[src/cmov_decode_pkg.sv]
`default_nettype none
package cmov_decode_pkg;
  // escape byte that opens every two-byte opcode
  localparam logic [7:0] ESC_BYTE = 8'h0F;
  // second opcode bytes of the decoded conditional moves
  localparam logic [7:0] OP_BELOW = 8'h42;
  localparam logic [7:0] OP_ABOVE_EQ = 8'h43;
  localparam logic [7:0] OP_EQUAL = 8'h44;
  localparam logic [7:0] OP_NOT_EQUAL = 8'h45;
  localparam logic [7:0] OP_BELOW_EQ = 8'h46;
  localparam logic [7:0] OP_LESS = 8'h4C;
  localparam logic [7:0] OP_LESS_EQ = 8'h4E;
  localparam logic [7:0] OP_GREATER = 8'h4F;
  // cycles from instruction taken to result on a cache hit
  localparam int unsigned HIT_CYCLES = 1;
  // flag bit positions in the 32-bit flags word
  localparam int unsigned CF_POS = 0;
  localparam int unsigned ZF_POS = 6;
  localparam int unsigned SF_POS = 7;
  localparam int unsigned OF_POS = 11;

  typedef enum logic [3:0] {
    COND_NONE = 4'h0,
    COND_B = 4'h1,
    COND_AE = 4'h2,
    COND_E = 4'h3,
    COND_NE = 4'h4,
    COND_BE = 4'h5,
    COND_L = 4'h6,
    COND_LE = 4'h7,
    COND_G = 4'h8
  } cond_t;

  // one fetched instruction: two opcode bytes and the mod-reg-r/m byte
  typedef struct packed {
    logic [7:0] op0;
    logic [7:0] op1;
    logic [1:0] mode;
    logic [2:0] reg_idx;
    logic [2:0] rm_idx;
  } insn_t;

  // register-write control to the execute stage
  typedef struct packed {
    logic wr_en;
    logic [2:0] dst_idx;
    logic [31:0] data;
  } wb_t;
endpackage : cmov_decode_pkg
`default_nettype wire

[src/conditional_move_decode.sv]
// Contract
// - bytes 0F 46 plus mod-reg-r/m decode as move_if_below_or_equal and finish in one clock on a hit.
// - bytes 0F 43 plus mod-reg-r/m decode as move_if_above_or_equal and finish in one clock on a hit.
// - bytes 0F 42 plus mod-reg-r/m decode as move_if_below and finish in one clock on a hit.
// - bytes 0F 44 plus mod-reg-r/m decode as move_if_equal and finish in one clock on a hit.
// - bytes 0F 45 plus mod-reg-r/m decode as move_if_not_equal and finish in one clock on a hit.
// - bytes 0F 4F plus mod-reg-r/m decode as move_if_greater and finish in one clock on a hit.
// - bytes 0F 4E plus mod-reg-r/m decode as move_if_less_or_equal and finish in one clock on a hit.
// - bytes 0F 4C plus mod-reg-r/m decode as move_if_less and finish in one clock on a hit.
`default_nettype none
module conditional_move_decode
  import cmov_decode_pkg::*;
(
  input wire logic clk_in,
  input wire logic arst_n_in,
  input wire logic valid_in,
  input wire insn_t insn_in,
  input wire logic cache_hit_in,
  input wire logic prot_mode_in,
  input wire logic [31:0] src_data_in,
  input wire logic [31:0] flags_in,
  output logic done_out,
  output logic hit_wait_out,
  output logic known_out,
  output wb_t wb_out,
  output logic [31:0] flags_out
);

  cond_t cond;
  logic take;
  logic cf, zf, sf, of;

  assign cf = flags_in[CF_POS];
  assign zf = flags_in[ZF_POS];
  assign sf = flags_in[SF_POS];
  assign of = flags_in[OF_POS];

  // opcode decode; mode bit is not used by the logic, only by the assertions, same timing both modes
  always_comb begin
    cond = COND_NONE;
    if (insn_in.op0 == ESC_BYTE) begin
      case (insn_in.op1)
        OP_BELOW_EQ: cond = COND_BE;
        OP_ABOVE_EQ: cond = COND_AE;
        OP_BELOW: cond = COND_B;
        OP_EQUAL: cond = COND_E;
        OP_NOT_EQUAL: cond = COND_NE;
        OP_GREATER: cond = COND_G;
        OP_LESS_EQ: cond = COND_LE;
        OP_LESS: cond = COND_L;
        default: cond = COND_NONE;
      endcase
    end
  end

  // condition evaluation from the flag word
  always_comb begin
    case (cond)
      COND_B: take = cf;
      COND_AE: take = !cf;
      COND_E: take = zf;
      COND_NE: take = !zf;
      COND_BE: take = cf | zf;
      COND_L: take = sf ^ of;
      COND_LE: take = zf | (sf ^ of);
      COND_G: take = !zf & (sf == of);
      default: take = 1'b0;
    endcase
  end

  // completion: one clock on a hit; a miss raises hit_wait_out for one clock and never completes
  always_ff @(posedge clk_in or negedge arst_n_in) begin
    if (!arst_n_in) begin
      done_out <= 1'b0;
      hit_wait_out <= 1'b0;
      known_out <= 1'b0;
    end else begin
      done_out <= valid_in & cache_hit_in & (cond != COND_NONE);
      hit_wait_out <= valid_in & !cache_hit_in & (cond != COND_NONE);
      known_out <= valid_in & (cond != COND_NONE);
    end
  end

  // register-write control; false condition writes nothing
  always_ff @(posedge clk_in or negedge arst_n_in) begin
    if (!arst_n_in) begin
      wb_out <= '0;
    end else begin
      wb_out.wr_en <= valid_in & cache_hit_in & take;
      wb_out.dst_idx <= insn_in.reg_idx;
      wb_out.data <= src_data_in;
    end
  end

  // flags are passed through untouched so execute cannot corrupt them here
  always_ff @(posedge clk_in or negedge arst_n_in) begin
    if (!arst_n_in) begin
      flags_out <= 32'h0000_0000;
    end else begin
      flags_out <= flags_in;
    end
  end

  a_hit_one_clock: assert property (@(posedge clk_in) disable iff (!arst_n_in)
    (valid_in && cache_hit_in && insn_in.op0 == ESC_BYTE && insn_in.op1 == OP_BELOW_EQ)
    |=> done_out)
    else $error("below-or-equal move did not finish in one clock");
  a_be_write: assert property (@(posedge clk_in) disable iff (!arst_n_in)
    (valid_in && cache_hit_in && insn_in.op0 == ESC_BYTE && insn_in.op1 == OP_BELOW_EQ)
    |=> (wb_out.wr_en == ($past(cf) | $past(zf))))
    else $error("below-or-equal move disagrees with carry and zero");
  a_ae_one_clock: assert property (@(posedge clk_in) disable iff (!arst_n_in)
    (valid_in && cache_hit_in && insn_in.op0 == ESC_BYTE && insn_in.op1 == OP_ABOVE_EQ)
    |=> done_out)
    else $error("above-or-equal move did not finish in one clock");
  a_ae_write: assert property (@(posedge clk_in) disable iff (!arst_n_in)
    (valid_in && cache_hit_in && insn_in.op0 == ESC_BYTE && insn_in.op1 == OP_ABOVE_EQ && !cf)
    |=> wb_out.wr_en)
    else $error("above-or-equal move skipped with carry clear");
  a_b_one_clock: assert property (@(posedge clk_in) disable iff (!arst_n_in)
    (valid_in && cache_hit_in && insn_in.op0 == ESC_BYTE && insn_in.op1 == OP_BELOW)
    |=> done_out)
    else $error("below move did not finish in one clock");
  a_b_write: assert property (@(posedge clk_in) disable iff (!arst_n_in)
    (valid_in && cache_hit_in && insn_in.op0 == ESC_BYTE && insn_in.op1 == OP_BELOW)
    |=> (wb_out.wr_en == $past(cf)))
    else $error("below move disagrees with carry");
  a_e_one_clock: assert property (@(posedge clk_in) disable iff (!arst_n_in)
    (valid_in && cache_hit_in && insn_in.op0 == ESC_BYTE && insn_in.op1 == OP_EQUAL)
    |=> done_out)
    else $error("equal move did not finish in one clock");
  a_e_write: assert property (@(posedge clk_in) disable iff (!arst_n_in)
    (valid_in && cache_hit_in && insn_in.op0 == ESC_BYTE && insn_in.op1 == OP_EQUAL)
    |=> (wb_out.wr_en == $past(zf)))
    else $error("equal move disagrees with zero");
  a_real_mode_hit: assert property (@(posedge clk_in) disable iff (!arst_n_in)
    (valid_in && cache_hit_in && !prot_mode_in && insn_in.op0 == ESC_BYTE && insn_in.op1 == OP_EQUAL)
    |=> done_out)
    else $error("equal move in real mode did not finish in one clock");
  a_prot_mode_hit: assert property (@(posedge clk_in) disable iff (!arst_n_in)
    (valid_in && cache_hit_in && prot_mode_in && insn_in.op0 == ESC_BYTE && insn_in.op1 == OP_EQUAL)
    |=> done_out)
    else $error("equal move in protected mode did not finish in one clock");
  a_ne_one_clock: assert property (@(posedge clk_in) disable iff (!arst_n_in)
    (valid_in && cache_hit_in && insn_in.op0 == ESC_BYTE && insn_in.op1 == OP_NOT_EQUAL)
    |=> done_out)
    else $error("not-equal move did not finish in one clock");
  a_ne_write: assert property (@(posedge clk_in) disable iff (!arst_n_in)
    (valid_in && cache_hit_in && insn_in.op0 == ESC_BYTE && insn_in.op1 == OP_NOT_EQUAL && zf)
    |=> !wb_out.wr_en)
    else $error("not-equal move taken with zero set");
  a_g_one_clock: assert property (@(posedge clk_in) disable iff (!arst_n_in)
    (valid_in && cache_hit_in && insn_in.op0 == ESC_BYTE && insn_in.op1 == OP_GREATER)
    |=> done_out)
    else $error("greater move did not finish in one clock");
  a_g_write: assert property (@(posedge clk_in) disable iff (!arst_n_in)
    (valid_in && insn_in.op0 == ESC_BYTE && insn_in.op1 == OP_GREATER && zf)
    |=> !wb_out.wr_en)
    else $error("greater move taken with zero set");
  a_g_taken: assert property (@(posedge clk_in) disable iff (!arst_n_in)
    (valid_in && cache_hit_in && insn_in.op0 == ESC_BYTE && insn_in.op1 == OP_GREATER && !zf && (sf == of))
    |=> wb_out.wr_en)
    else $error("greater move skipped with condition true");
  a_le_one_clock: assert property (@(posedge clk_in) disable iff (!arst_n_in)
    (valid_in && cache_hit_in && insn_in.op0 == ESC_BYTE && insn_in.op1 == OP_LESS_EQ)
    |=> done_out)
    else $error("less-or-equal move did not finish in one clock");
  a_le_write: assert property (@(posedge clk_in) disable iff (!arst_n_in)
    (valid_in && cache_hit_in && insn_in.op0 == ESC_BYTE && insn_in.op1 == OP_LESS_EQ && zf)
    |=> wb_out.wr_en)
    else $error("less-or-equal move skipped with zero set");
  a_l_one_clock: assert property (@(posedge clk_in) disable iff (!arst_n_in)
    (valid_in && cache_hit_in && insn_in.op0 == ESC_BYTE && insn_in.op1 == OP_LESS)
    |=> done_out)
    else $error("less move did not finish in one clock");
  a_l_write: assert property (@(posedge clk_in) disable iff (!arst_n_in)
    (valid_in && cache_hit_in && insn_in.op0 == ESC_BYTE && insn_in.op1 == OP_LESS)
    |=> (wb_out.wr_en == ($past(sf) ^ $past(of))))
    else $error("less move disagrees with sign and overflow");
  a_flags_kept: assert property (@(posedge clk_in) disable iff (!arst_n_in)
    valid_in
    |=> (flags_out == $past(flags_in)))
    else $error("flags changed by conditional move");
  // no write without a completed move
  a_no_stray_write: assert property (@(posedge clk_in) disable iff (!arst_n_in)
    wb_out.wr_en
    |-> done_out)
    else $error("destination written without a completed move");
  a_miss_no_write: assert property (@(posedge clk_in) disable iff (!arst_n_in)
    (valid_in && !cache_hit_in)
    |=> (!wb_out.wr_en && !done_out))
    else $error("destination written on a cache miss");
  a_dst_follows: assert property (@(posedge clk_in) disable iff (!arst_n_in)
    (valid_in && cache_hit_in)
    |=> (wb_out.dst_idx == $past(insn_in.reg_idx)))
    else $error("write destination differs from the reg field");
  a_unknown_quiet: assert property (@(posedge clk_in) disable iff (!arst_n_in)
    (valid_in && insn_in.op0 != ESC_BYTE)
    |=> (!known_out && !wb_out.wr_en))
    else $error("opcode without escape byte treated as a move");

endmodule : conditional_move_decode
`default_nettype wire

[config.mk]
export PLATFORM = sky130hd
export DESIGN_NAME = conditional_move_decode
export DESIGN_NICKNAME = d
export VERILOG_FILES = /design/src/cmov_decode_pkg.sv /design/src/conditional_move_decode.sv
export SDC_FILE = /design/constraint.sdc
export NUM_CORES = 1
export LEC_CHECK = 0
export ABC_AREA = 1
export BUFFER_PORTS_ARGS = -buffer_cell sky130_fd_sc_hd__buf_2
export CORE_MARGIN = 2
export CORE_UTILIZATION = 41
export CTS_CLUSTER_DIAMETER = 50
export DETAILED_ROUTE_END_ITERATION = 7
export PLACE_DENSITY = 0.83
export SETUP_SLACK_MARGIN = 0.05
export SYNTH_ARGS = -nofsm -noshare
export SYNTH_HDL_FRONTEND = slang
export SYNTH_SLANG_ARGS = --single-unit
[constraint.sdc]
create_clock -name clk_in -period 0.8 [get_ports clk_in]
set_input_delay 0 -clock clk_in [delete_from_list [all_inputs] [get_ports clk_in]]
set_output_delay 0 -clock clk_in [all_outputs]
set_load 0.005 [all_outputs]
---- Word-level counts from Yosys, hierarchy flattened ----
Index checks and enable logic that the tools add are counted.
storage, ports and cells
  flip-flop bits (word level) ............. 71
  bits of input ports ..................... 93
  output and inout bits ................... 71
  logic and storage cells ................. 42
cells by class
  equality and inequality tests ........... 18
  muxes and demuxes ....................... 3
  bitwise operators ....................... 10
  reduce and logical (&&, ||, !) cells .... 4
operators with widths
  kind                number
  $eq 8x7->1 const B  8
  $pmux 4 s8          1
  $eq 4x3->1 const B  4
  $eq 4x2->1 const B  2
  $eq 8x4->1 const B  1
  $pmux 1 s8          1
  $and 1x1->1         7
  $eq 4x1->1 const B  1
  $eq 4x4->1 const B  1
  $mux 4              1
  $reduce_bool 4->1   1
  $logic_not 1->1     3
  $or 1x1->1          2
  $eq 1x1->1          1
  $xor 1x1->1         1

---- Depth between registers and ports, before layout ----
Gate-level depths: netlist of the first run.
  word-level depth ........................ 6
  gate-level depth with buffers ........... 11

---- Worst setup path after synthesis of the first run ----
Ideal clock, no wire load.
  path type ............................... input port to flip-flop
  start ................................... in insn_in[23] (netlist name)
  end ..................................... reg wb_out[35] (netlist name)
  library setup time ...................... 0.071 ns
  arrival time ............................ 0.856 ns
  required time ........................... 0.729 ns
  path slack .............................. -0.127 ns
  stages on the path ...................... 8
  cell sequence ........................... nor2_1 nand2_1 nor2_4 and2_2 o21ai_2 a21boi_2 nand2_1 nor2_1
on the way
  longest elaborated chain between the ends .. 5
  elaborated cells on any way between the ends .. 12
RTL lines
  item                                line                           source
  start, declared                     conditional_move_decode.sv:17  input wire insn_t insn_in,
  $eq 8x4->1 (*)                      conditional_move_decode.sv:41  if (insn_in.op0 == ESC_BYTE) begin
  $mux 4 (*)                          conditional_move_decode.sv:41
  $eq 4x4->1 (tied with other cells)  conditional_move_decode.sv:58  case (cond)
  $pmux 1 s8 (*)                      conditional_move_decode.sv:58
  $and 1x1->1 (*)                     conditional_move_decode.sv:89  wb_out.wr_en <= valid_in & cache_hit_in & take;
  end, declared                       conditional_move_decode.sv:25  output wb_t wb_out,
Mark *: on every way between the ends. The rest lies on a longest branch, timed or not.

---- Final worst setup path of the first run ----
  start ................................... reg flags_out[21]
  end ..................................... out flags_out[21]
RTL lines
  item                    line                            source
  start, declared         conditional_move_decode.sv:26   output logic [31:0] flags_out
  start signal, assigned  conditional_move_decode.sv:100  flags_out <= flags_in;
No word-level cell between the ends.

==> results.txt, run 1 <==
- Result of the run: finished with violations
- Violated checks: setup timing
* Hold EP: wb_out[35]
- DP Cell Count: 366
- Non-filler instance count after layout: 453
- Subtracting the final worst setup slack from the clock period gives 906.4 ps.
- The first global-routing pass estimated 13.78 mm of wire.
* Average instance area after synthesis: 15.67 um^2
- The detailed router placed 2111 vias in this run.
* Max FO, Critical Path: 1
- The congestion estimate from routability-driven global placement came to 0.7840.
- Warnings, synthesis: 0
- Max-slew violation count: 0
- In this run the number of cells on the critical path is 1.
- The synthesized netlist devotes 0.4172% of its cell area to XOR and XNOR gates.
- Horizontal die dimension: 75.56 um
- Count of input and output buffers: 157
- After detailed routing, the number of vias per cell comes to 4.660.
- Across the run, the number of max-cap violations was 0.
- The floorplan step defined a die boundary enclosing 0.005709 mm^2.
- Area leader, netlist: dfrtp_1
* Area of the mapped netlist: 0.002100 mm^2
- Vias in the first global route: 2333
- By area, the combinational part of the netlist is dominated by simple AND/OR/NAND/NOR gates.
* Number of nets with antenna violations after routing: 0
- Type of element capturing the critical path: primary output
- Clock edge transition at the registers on the reported setup and hold paths: 90 ps
- The worst setup path is launched from a register.
* Distinct cells, synth: 19
- Class of the most critical hold timing path: in -> reg
- In this run, synthesis produced a sequential element count of 71.
- Number of antenna diodes: 0
- Number of CTS-inserted buffers: 9
- Gr ovfl total: 0
* Area Overhead vs Synth: 94.04%
- The initialized floorplan defines 26 standard-cell rows.
- Total global-route track usage: 35.22%
* Standard cell core area: 0.005010 mm^2
- Cell breakdown of the critical path: buf_2
* Power density cells: 1941 mW/mm^2
- After detailed routing, the number of remaining DRC violations is 0.
- The synthesized netlist devotes 1.609% of its cell area to compound gates.
- Largest net degree at the start of global routing: 42
* Peak Freq: 1103 MHz
- For the worst setup path, the data required time is 800 ps.
* Layout cells sized above 1: 53.79%
- Setup Viol. Count Final: 71
* Share of Yosys cell area claimed by the top area cell type: 84.62%
- On the critical path, the stage with the largest delay is an instance of dfrtp_1.
- In this run the number of H-tree levels came out at 3.
- Estimated wirelength of the detail-placed design: 4.511 mm
* Arrival time worst endpoint: 910 ps
* Top area cells in the synthesized netlist: dfrtp_1 (85%), nand2_1 (2.9%), nand3_1 (2.4%)
- When the netlist entered floorplanning its net count stood at 227.
* Register cell area after layout: 0.001777 mm^2
- The number of failing hold endpoints at the final stage is 0.
* Clk buf depth: 2
- Once routing completed, OpenROAD measured the worst setup slack at -106.4 ps.
- Hold slack final: 122.2 ps
- Multiplexer area fraction after synthesis: 0%
- Hold path cells: 6
- Adder-cell share of the synthesized area: 0%
* Starting Density: 41.91%
- Nets@finish: 471
* Sequential element share of the synthesized area: 84.62%
* Max-Slew Margin vs Limit: 73.80%
- Top Family by Delay on Critical Path: flip-flops
- Summed over all layers, the routed wires come to 9.573 mm.
- Number of antenna violations at the first check in global routing: 0
- The worst-case IR drop observed on VDD is 1.300 mV.
- Per-cell routed wire length: 21.13 um
- Leakage component of the power: 2.105 nW
* Final core utilization: 81.32%
- In this run, the number of DRC markers left after iteration 0 of detailed routing was 128.
- Filler instances: 281
- Vertical die dimension: 75.56 um
- The critical path is of the reg -> out type.
- Unrepaired setup endpoints after global routing: yes
- Number of cells produced by synthesis: 134
- Delay of the slowest critical-path stage: 410 ps
* Clock tree from TritonCTS: built
- Worst hold start: flags_in[6]
* Clock root cell: clkbuf_8
- I/O Pins: 164
* Simple-gate share of the synthesized area: 11.38%
- Setup total negative slack on the finished layout was measured at -3544 ps.
- Clock sinks: 71
- Area of the multi-input gates: 352.8 um^2
- Detailed-router iteration count before antenna repair: 4
* Combined buffer and inverter count along the critical path: 1
- Tcrit/Tclk final: 113.3%
- At the pin with the least slew margin, the transition time is 393.0 ps.
## final cells by class
class	count	area share, %
sequential	71	43.61
multi-input combinational	52	8.661
timing repair buffer	233	39.28
inverter	11	1.198
clock inverter	5	1.382
clock buffer	11	3.716
tap	70	2.150
## per-layer routing
layer / GRT usage (%) / vias to the layer above / part of all wire [%]
li1: - / 903 / -
met1: 42.23 / 1020 / 37
met2: 57.39 / 148 / 50
met3: 11.51 / 40 / 9.5
met4: 17.54 / 0 / 4.2
met5: 0 / - / 0
## state kept, by name, summed over array words and instances, names as in the netlist
name,count
known_out,1
flags_out,32
hit_wait_out,1
wb_out,36
done_out,1
## per-stage QoR
step	instance area (um^2)	setup WS, ps	total power, mW
4_1_cts	4046	-79.21	7.649
6_report	4074	-106.4	7.909
3_3_place_gp	3074	-268.7	4.472
2_1_floorplan	2151	-72.50	3.986
5_1_grt	4074	-134.3	8.168
3_5_place_dp	3074	-334.9	4.511
## timing repair
action | 4_1_cts | 5_1_grt
resized for setup | 13 | 7
buffers inserted | 0 | 1
hold buffers | 70 | 0
setup endpoints to repair | 72 | 74
pin swaps | 12 | 6
endpoints found under the hold margin | 142 | 0
## kinds of logic after synthesis
| family | Yosys count |
|---|---|
| AO/OA/AOI/OAI | 4 |
| XOR/XNOR | 1 |
| buffers and inverters | 11 |
| flip-flops | 71 |
| AND/OR/NAND/NOR | 47 |
## synth_stat cells
master and instances:
nand2_2 1, nand3_1 10, and2_2 1, nand3b_1 1
nor2_4 1, or2_0 1, a21oi_1 1, xnor2_1 1
and3_1 1, inv_1 10, a21boi_2 1, nand2_1 16
nand3_2 2, nor2_1 11, inv_2 1, o21ai_2 2
nor3_4 1, nor2_2 1, dfrtp_1 71
## power by group
part	internal, mW	leakage, nW	switching (mW)
sequential	3.76	0.837	0.0765
combinational	0.572	1.16	0.459
clock	1.61	0.105	1.44
## cell usage in the layout (no fill, tap or decap)
cell,count
inv_8,1
and2_4,1
buf_4,5
a21boi_2,1
clkinv_2,2
o21ai_2,2
buf_12,1
buf_2,148
a21oi_1,1
clkinv_4,1
nand2_4,3
nand3_2,4
nand3b_1,1
bufinv_16,1
and3_1,1
clkinvlp_4,1
inv_2,4
clkbuf_8,11
buf_6,9
nand2_1,10
nor2_4,5
inv_1,6
nor2_2,1
nand3_1,8
nor3_4,1
or2_0,1
nor2_1,7
dfrtp_1,71
xnor2_1,1
nand2_2,4
dlygate4sd3_1,70
## how the worst max path moves through the flow
stage	start	endpoint	slack, ps
after floorplan	insn_in[21]	wb_out[35]	-70
after global placement	insn_in[10]	wb_out[35]	-270
after detailed placement	insn_in[21]	wb_out[35]	-330
after CTS	flags_out[15]	flags_out[15]	-80
after global routing	flags_out[21]	flags_out[21]	-130
final	flags_out[21]	flags_out[21]	-110
No activity file was read; power rests on OpenSTA's default activity.
==> run 2: changes to the inputs <==
==> constraint.sdc (replaced) <==
create_clock -name clk_in -period 0.8 [get_ports clk_in]
set_input_delay 0.12 -clock clk_in [delete_from_list [all_inputs] [get_ports clk_in]]
set_output_delay 0.12 -clock clk_in [all_outputs]
set_load 0.005 [all_outputs]
==> run 2 against run 1 <==
Net effect:
- the flow still finishes with violations (setup timing)
- design area rose by 0.40%
- non-clock buffer count decreased by 1
- highest routed layer unchanged
- critical path type unchanged
- clock power grew 4%
- worst hold slack got worse by 36 ps
- global-route usage decreased by 0.50 points
- first-iteration DRC count is 140% higher
- sequential power hardly changed
==> results.txt, run 2 (same netlist as run 1, synthesis figures left out) <==
- Nets@finish: 470 (-0.21%)
- The worst setup path is launched from a register.
* Total die area: 0.005709 mm^2 (unchanged)
- Wire length of the first global-routing pass: 13.45 mm (-2.4%)
* Via total after detailed routing: 2191 (+3.8%)
- The number of antenna violations at the first check in global routing is 0 (unchanged).
- The largest stage delay on the critical path came to 400 ps (about the same).
- The maximum ir drop on the vdd rail was 1.151 mV (-11%).
- The buffers plus inverters on the worst setup path is 1 (unchanged).
* Routability congestion estimate: 0.8195 (+4.5%)
* GR Util met3: 11.24% (-0.26 points)
* Gr ovfl total: 0 (unchanged)
- GR Util met2: 56.71% (-0.68 points)
* Top Family by Delay on Critical Path: flip-flops
* Post-CTS Setup Repair Bufs: 0 (unchanged)
* Vertical die dimension: 75.56 um (unchanged)
- Final critical delay including setup and external delays: 1009 ps (+102.5 ps)
- Power density cells: 1964 mW/mm^2 (+1.2%)
* Clock root cell: clkbuf_8
- The number of maximum-capacitance violations is 0 (unchanged).
- Clock edge transition at the registers on the reported setup and hold paths: 90 ps (about the same)
* Final number of hold-violating endpoints: 0 (unchanged)
- The worst path required time came to 680 ps (-120 ps).
- TritonCTS built the clock tree.
* Cell type of the slowest stage on the worst timing path: dfrtp_1
- Final critical-path setup slack: -208.9 ps (-102.5 ps)
- The worst setup timing slack at the placement stage was -451.0 ps (-116.1 ps).
* Flip-flop count of the largest register, all copies and words added: 36 (unchanged)
* Aggregate routed wire length: 9.581 mm (about the same)
- Number of vias per cell: 4.847 (+4.0%)
- Count of input and output buffers: 157 (unchanged)
- Max FO, Critical Path: 1 (unchanged)
- The pin count of the biggest net entering global routing was 30 (-29%).
* Result of the run: finished with violations
* Total global-route track usage: 34.72% (-0.50 points)
- Per-cell routed wire length: 21.20 um (+0.30%)
- Worst setup endpoint: flags_out[27]
* Max-slew violation count: 0 (unchanged)
- Unrepaired setup endpoints after global routing: yes
- The number of sinks handled by clock tree synthesis is 71 (unchanged).
- The CTS buffer count was 9 (unchanged).
- Max-Slew Margin vs Limit: 80.07% (+6.3 points)
- Top reg by flops: wb_out
- The placed cell area came to 0.003107 mm^2 (+1.1%).
- Estimated wirelength of the detail-placed design: 4.702 mm (+4.2%)
- Clk buf depth: 2 (unchanged)
- Final core utilization: 81.64% (+0.32 points)
- The total negative slack was -12560 ps (-9015 ps).
- From synthesis to final layout, the design area changed by 94.82%.
- The diode insertion count for antenna repair is 0 (unchanged).
* Type of element capturing the critical path: primary output
* Remaining design rule violation count: 0 (unchanged)
* Peak Freq: 991.2 MHz (-10%)
- Biggest regs: wb_out: 36 flops, flags_out: 32 flops
- The slew at the pin closest to its max-slew limit is 297.9 ps (-95.03 ps).
- The worst setup path is of the reg -> out kind.
- The library cells used most frequently in the layout, excluding fill and tap cells, are buf_2 (148), dfrtp_1 (71), dlygate4sd3_1 (69).
- Final cell area excluding filler cells: 0.004090 mm^2 (+0.40%)
- Horizontal die dimension: 75.56 um (unchanged)
- Detailed Route Iter0 Violations: 308 (+140%)
- Rows: 26 (unchanged)
- Global routing usage on met1: 40.37% (-1.9 points)
- I/O Pins: 164 (unchanged)
- The H-tree depth reported by CTS came to 3 (unchanged).
* Number of nets with antenna violations after routing: 0 (unchanged)
* Setup Viol. Count Final: 74 (+4.2%)
* Starting Density: 41.91% (unchanged)
- Violated checks: setup timing
* Arrival time worst endpoint: 890 ps (-20 ps)
- DP Cell Count: 367 (+0.27%)
* Cell breakdown of the critical path: buf_2
* Busiest grt layer: met2
- The leakage power was 2.107 nW (+0.13%).
* Tcrit/Tclk final: 126.1% (+13 points)
- Worst setup path startpoint: flags_out[27]
- Instance count on the critical path: 1 (unchanged)
- The standard cell core area was 0.005010 mm^2 (unchanged).
- The share of cells above drive strength 1 is 52.62% (-1.2 points).
- The number of global-route vias before repair was 2379 (+2.0%).
* Non-filler instance count after layout: 452 (-0.22%)
* Filler instances: 269 (-4.3%)
* Most frequent standard cell in the layout excluding fill and tap cells: buf_2
- The number of iterations in the first detailed-routing pass was 4 (unchanged).
- Class of the most critical hold timing path: in -> reg
-- run 2: changes by cell type in the layout (fill, tap and decap cells not counted), moves of 2 or more --
cell / delta
buf_12: +2
clkbuf_8: -2
o21ai_2: -2
o21ai_4: +2
-- run 2: final cells by class --
class / count / area [um^2] / area share (%)
clock buffers: 10 / 127.6 / 3.120
inverters: 11 / 48.80 / 1.193
repair buffers: 232 / 1612 / 39.40
multi-input cells: 52 / 352.8 / 8.626
clock inverters: 6 / 85.08 / 2.080
well taps: 70 / 87.58 / 2.141
flip-flops and latches: 71 / 1777 / 43.44
-- run 2: worst min path at each step --
stage / start / cells past startpoint / endpoint
detailed placement: arst_n_in / 2 / flags_out[26]
global route: valid_in / 2 / known_out
global placement: arst_n_in / 2 / flags_out[26]
CTS: valid_in / 2 / known_out
finish: valid_in / 2 / known_out
floorplan: arst_n_in / 0 / done_out
-- run 2: through the flow --
stage | total power [mW] | hold slack (ps)
floorplan | 3.986 | -175.6
global placement | 4.491 | 144.1
detailed placement | 4.533 | 148.1
CTS | 7.830 | 71.31
global route | 8.304 | 84.19
finish | 8.033 | 86.41
-- run 2: per-layer routing --
metal | up-vias | wire length, um | share of wire [%]
met5 | - | 0 | 0
met4 | 0 | 500 | 5.2
met3 | 44 | 887 | 9.3
met2 | 160 | 4800 | 50
met1 | 1086 | 3392 | 35
li1 | 901 | - | -
-- run 2: report_power, final --
group	switching, mW	total (mW)	internal (mW)
Combinational	0.449	1.03	0.583
Sequential	0.0796	3.84	3.76
Clock	1.42	3.16	1.75
-- run 2: repair_timing --
action                                  CTS  global route
endpoints found under the setup margin   74            75
gates resized for setup                  13             3
hold endpoints to repair                139             0
hold buffers                             69             0
gates cloned                              0             0
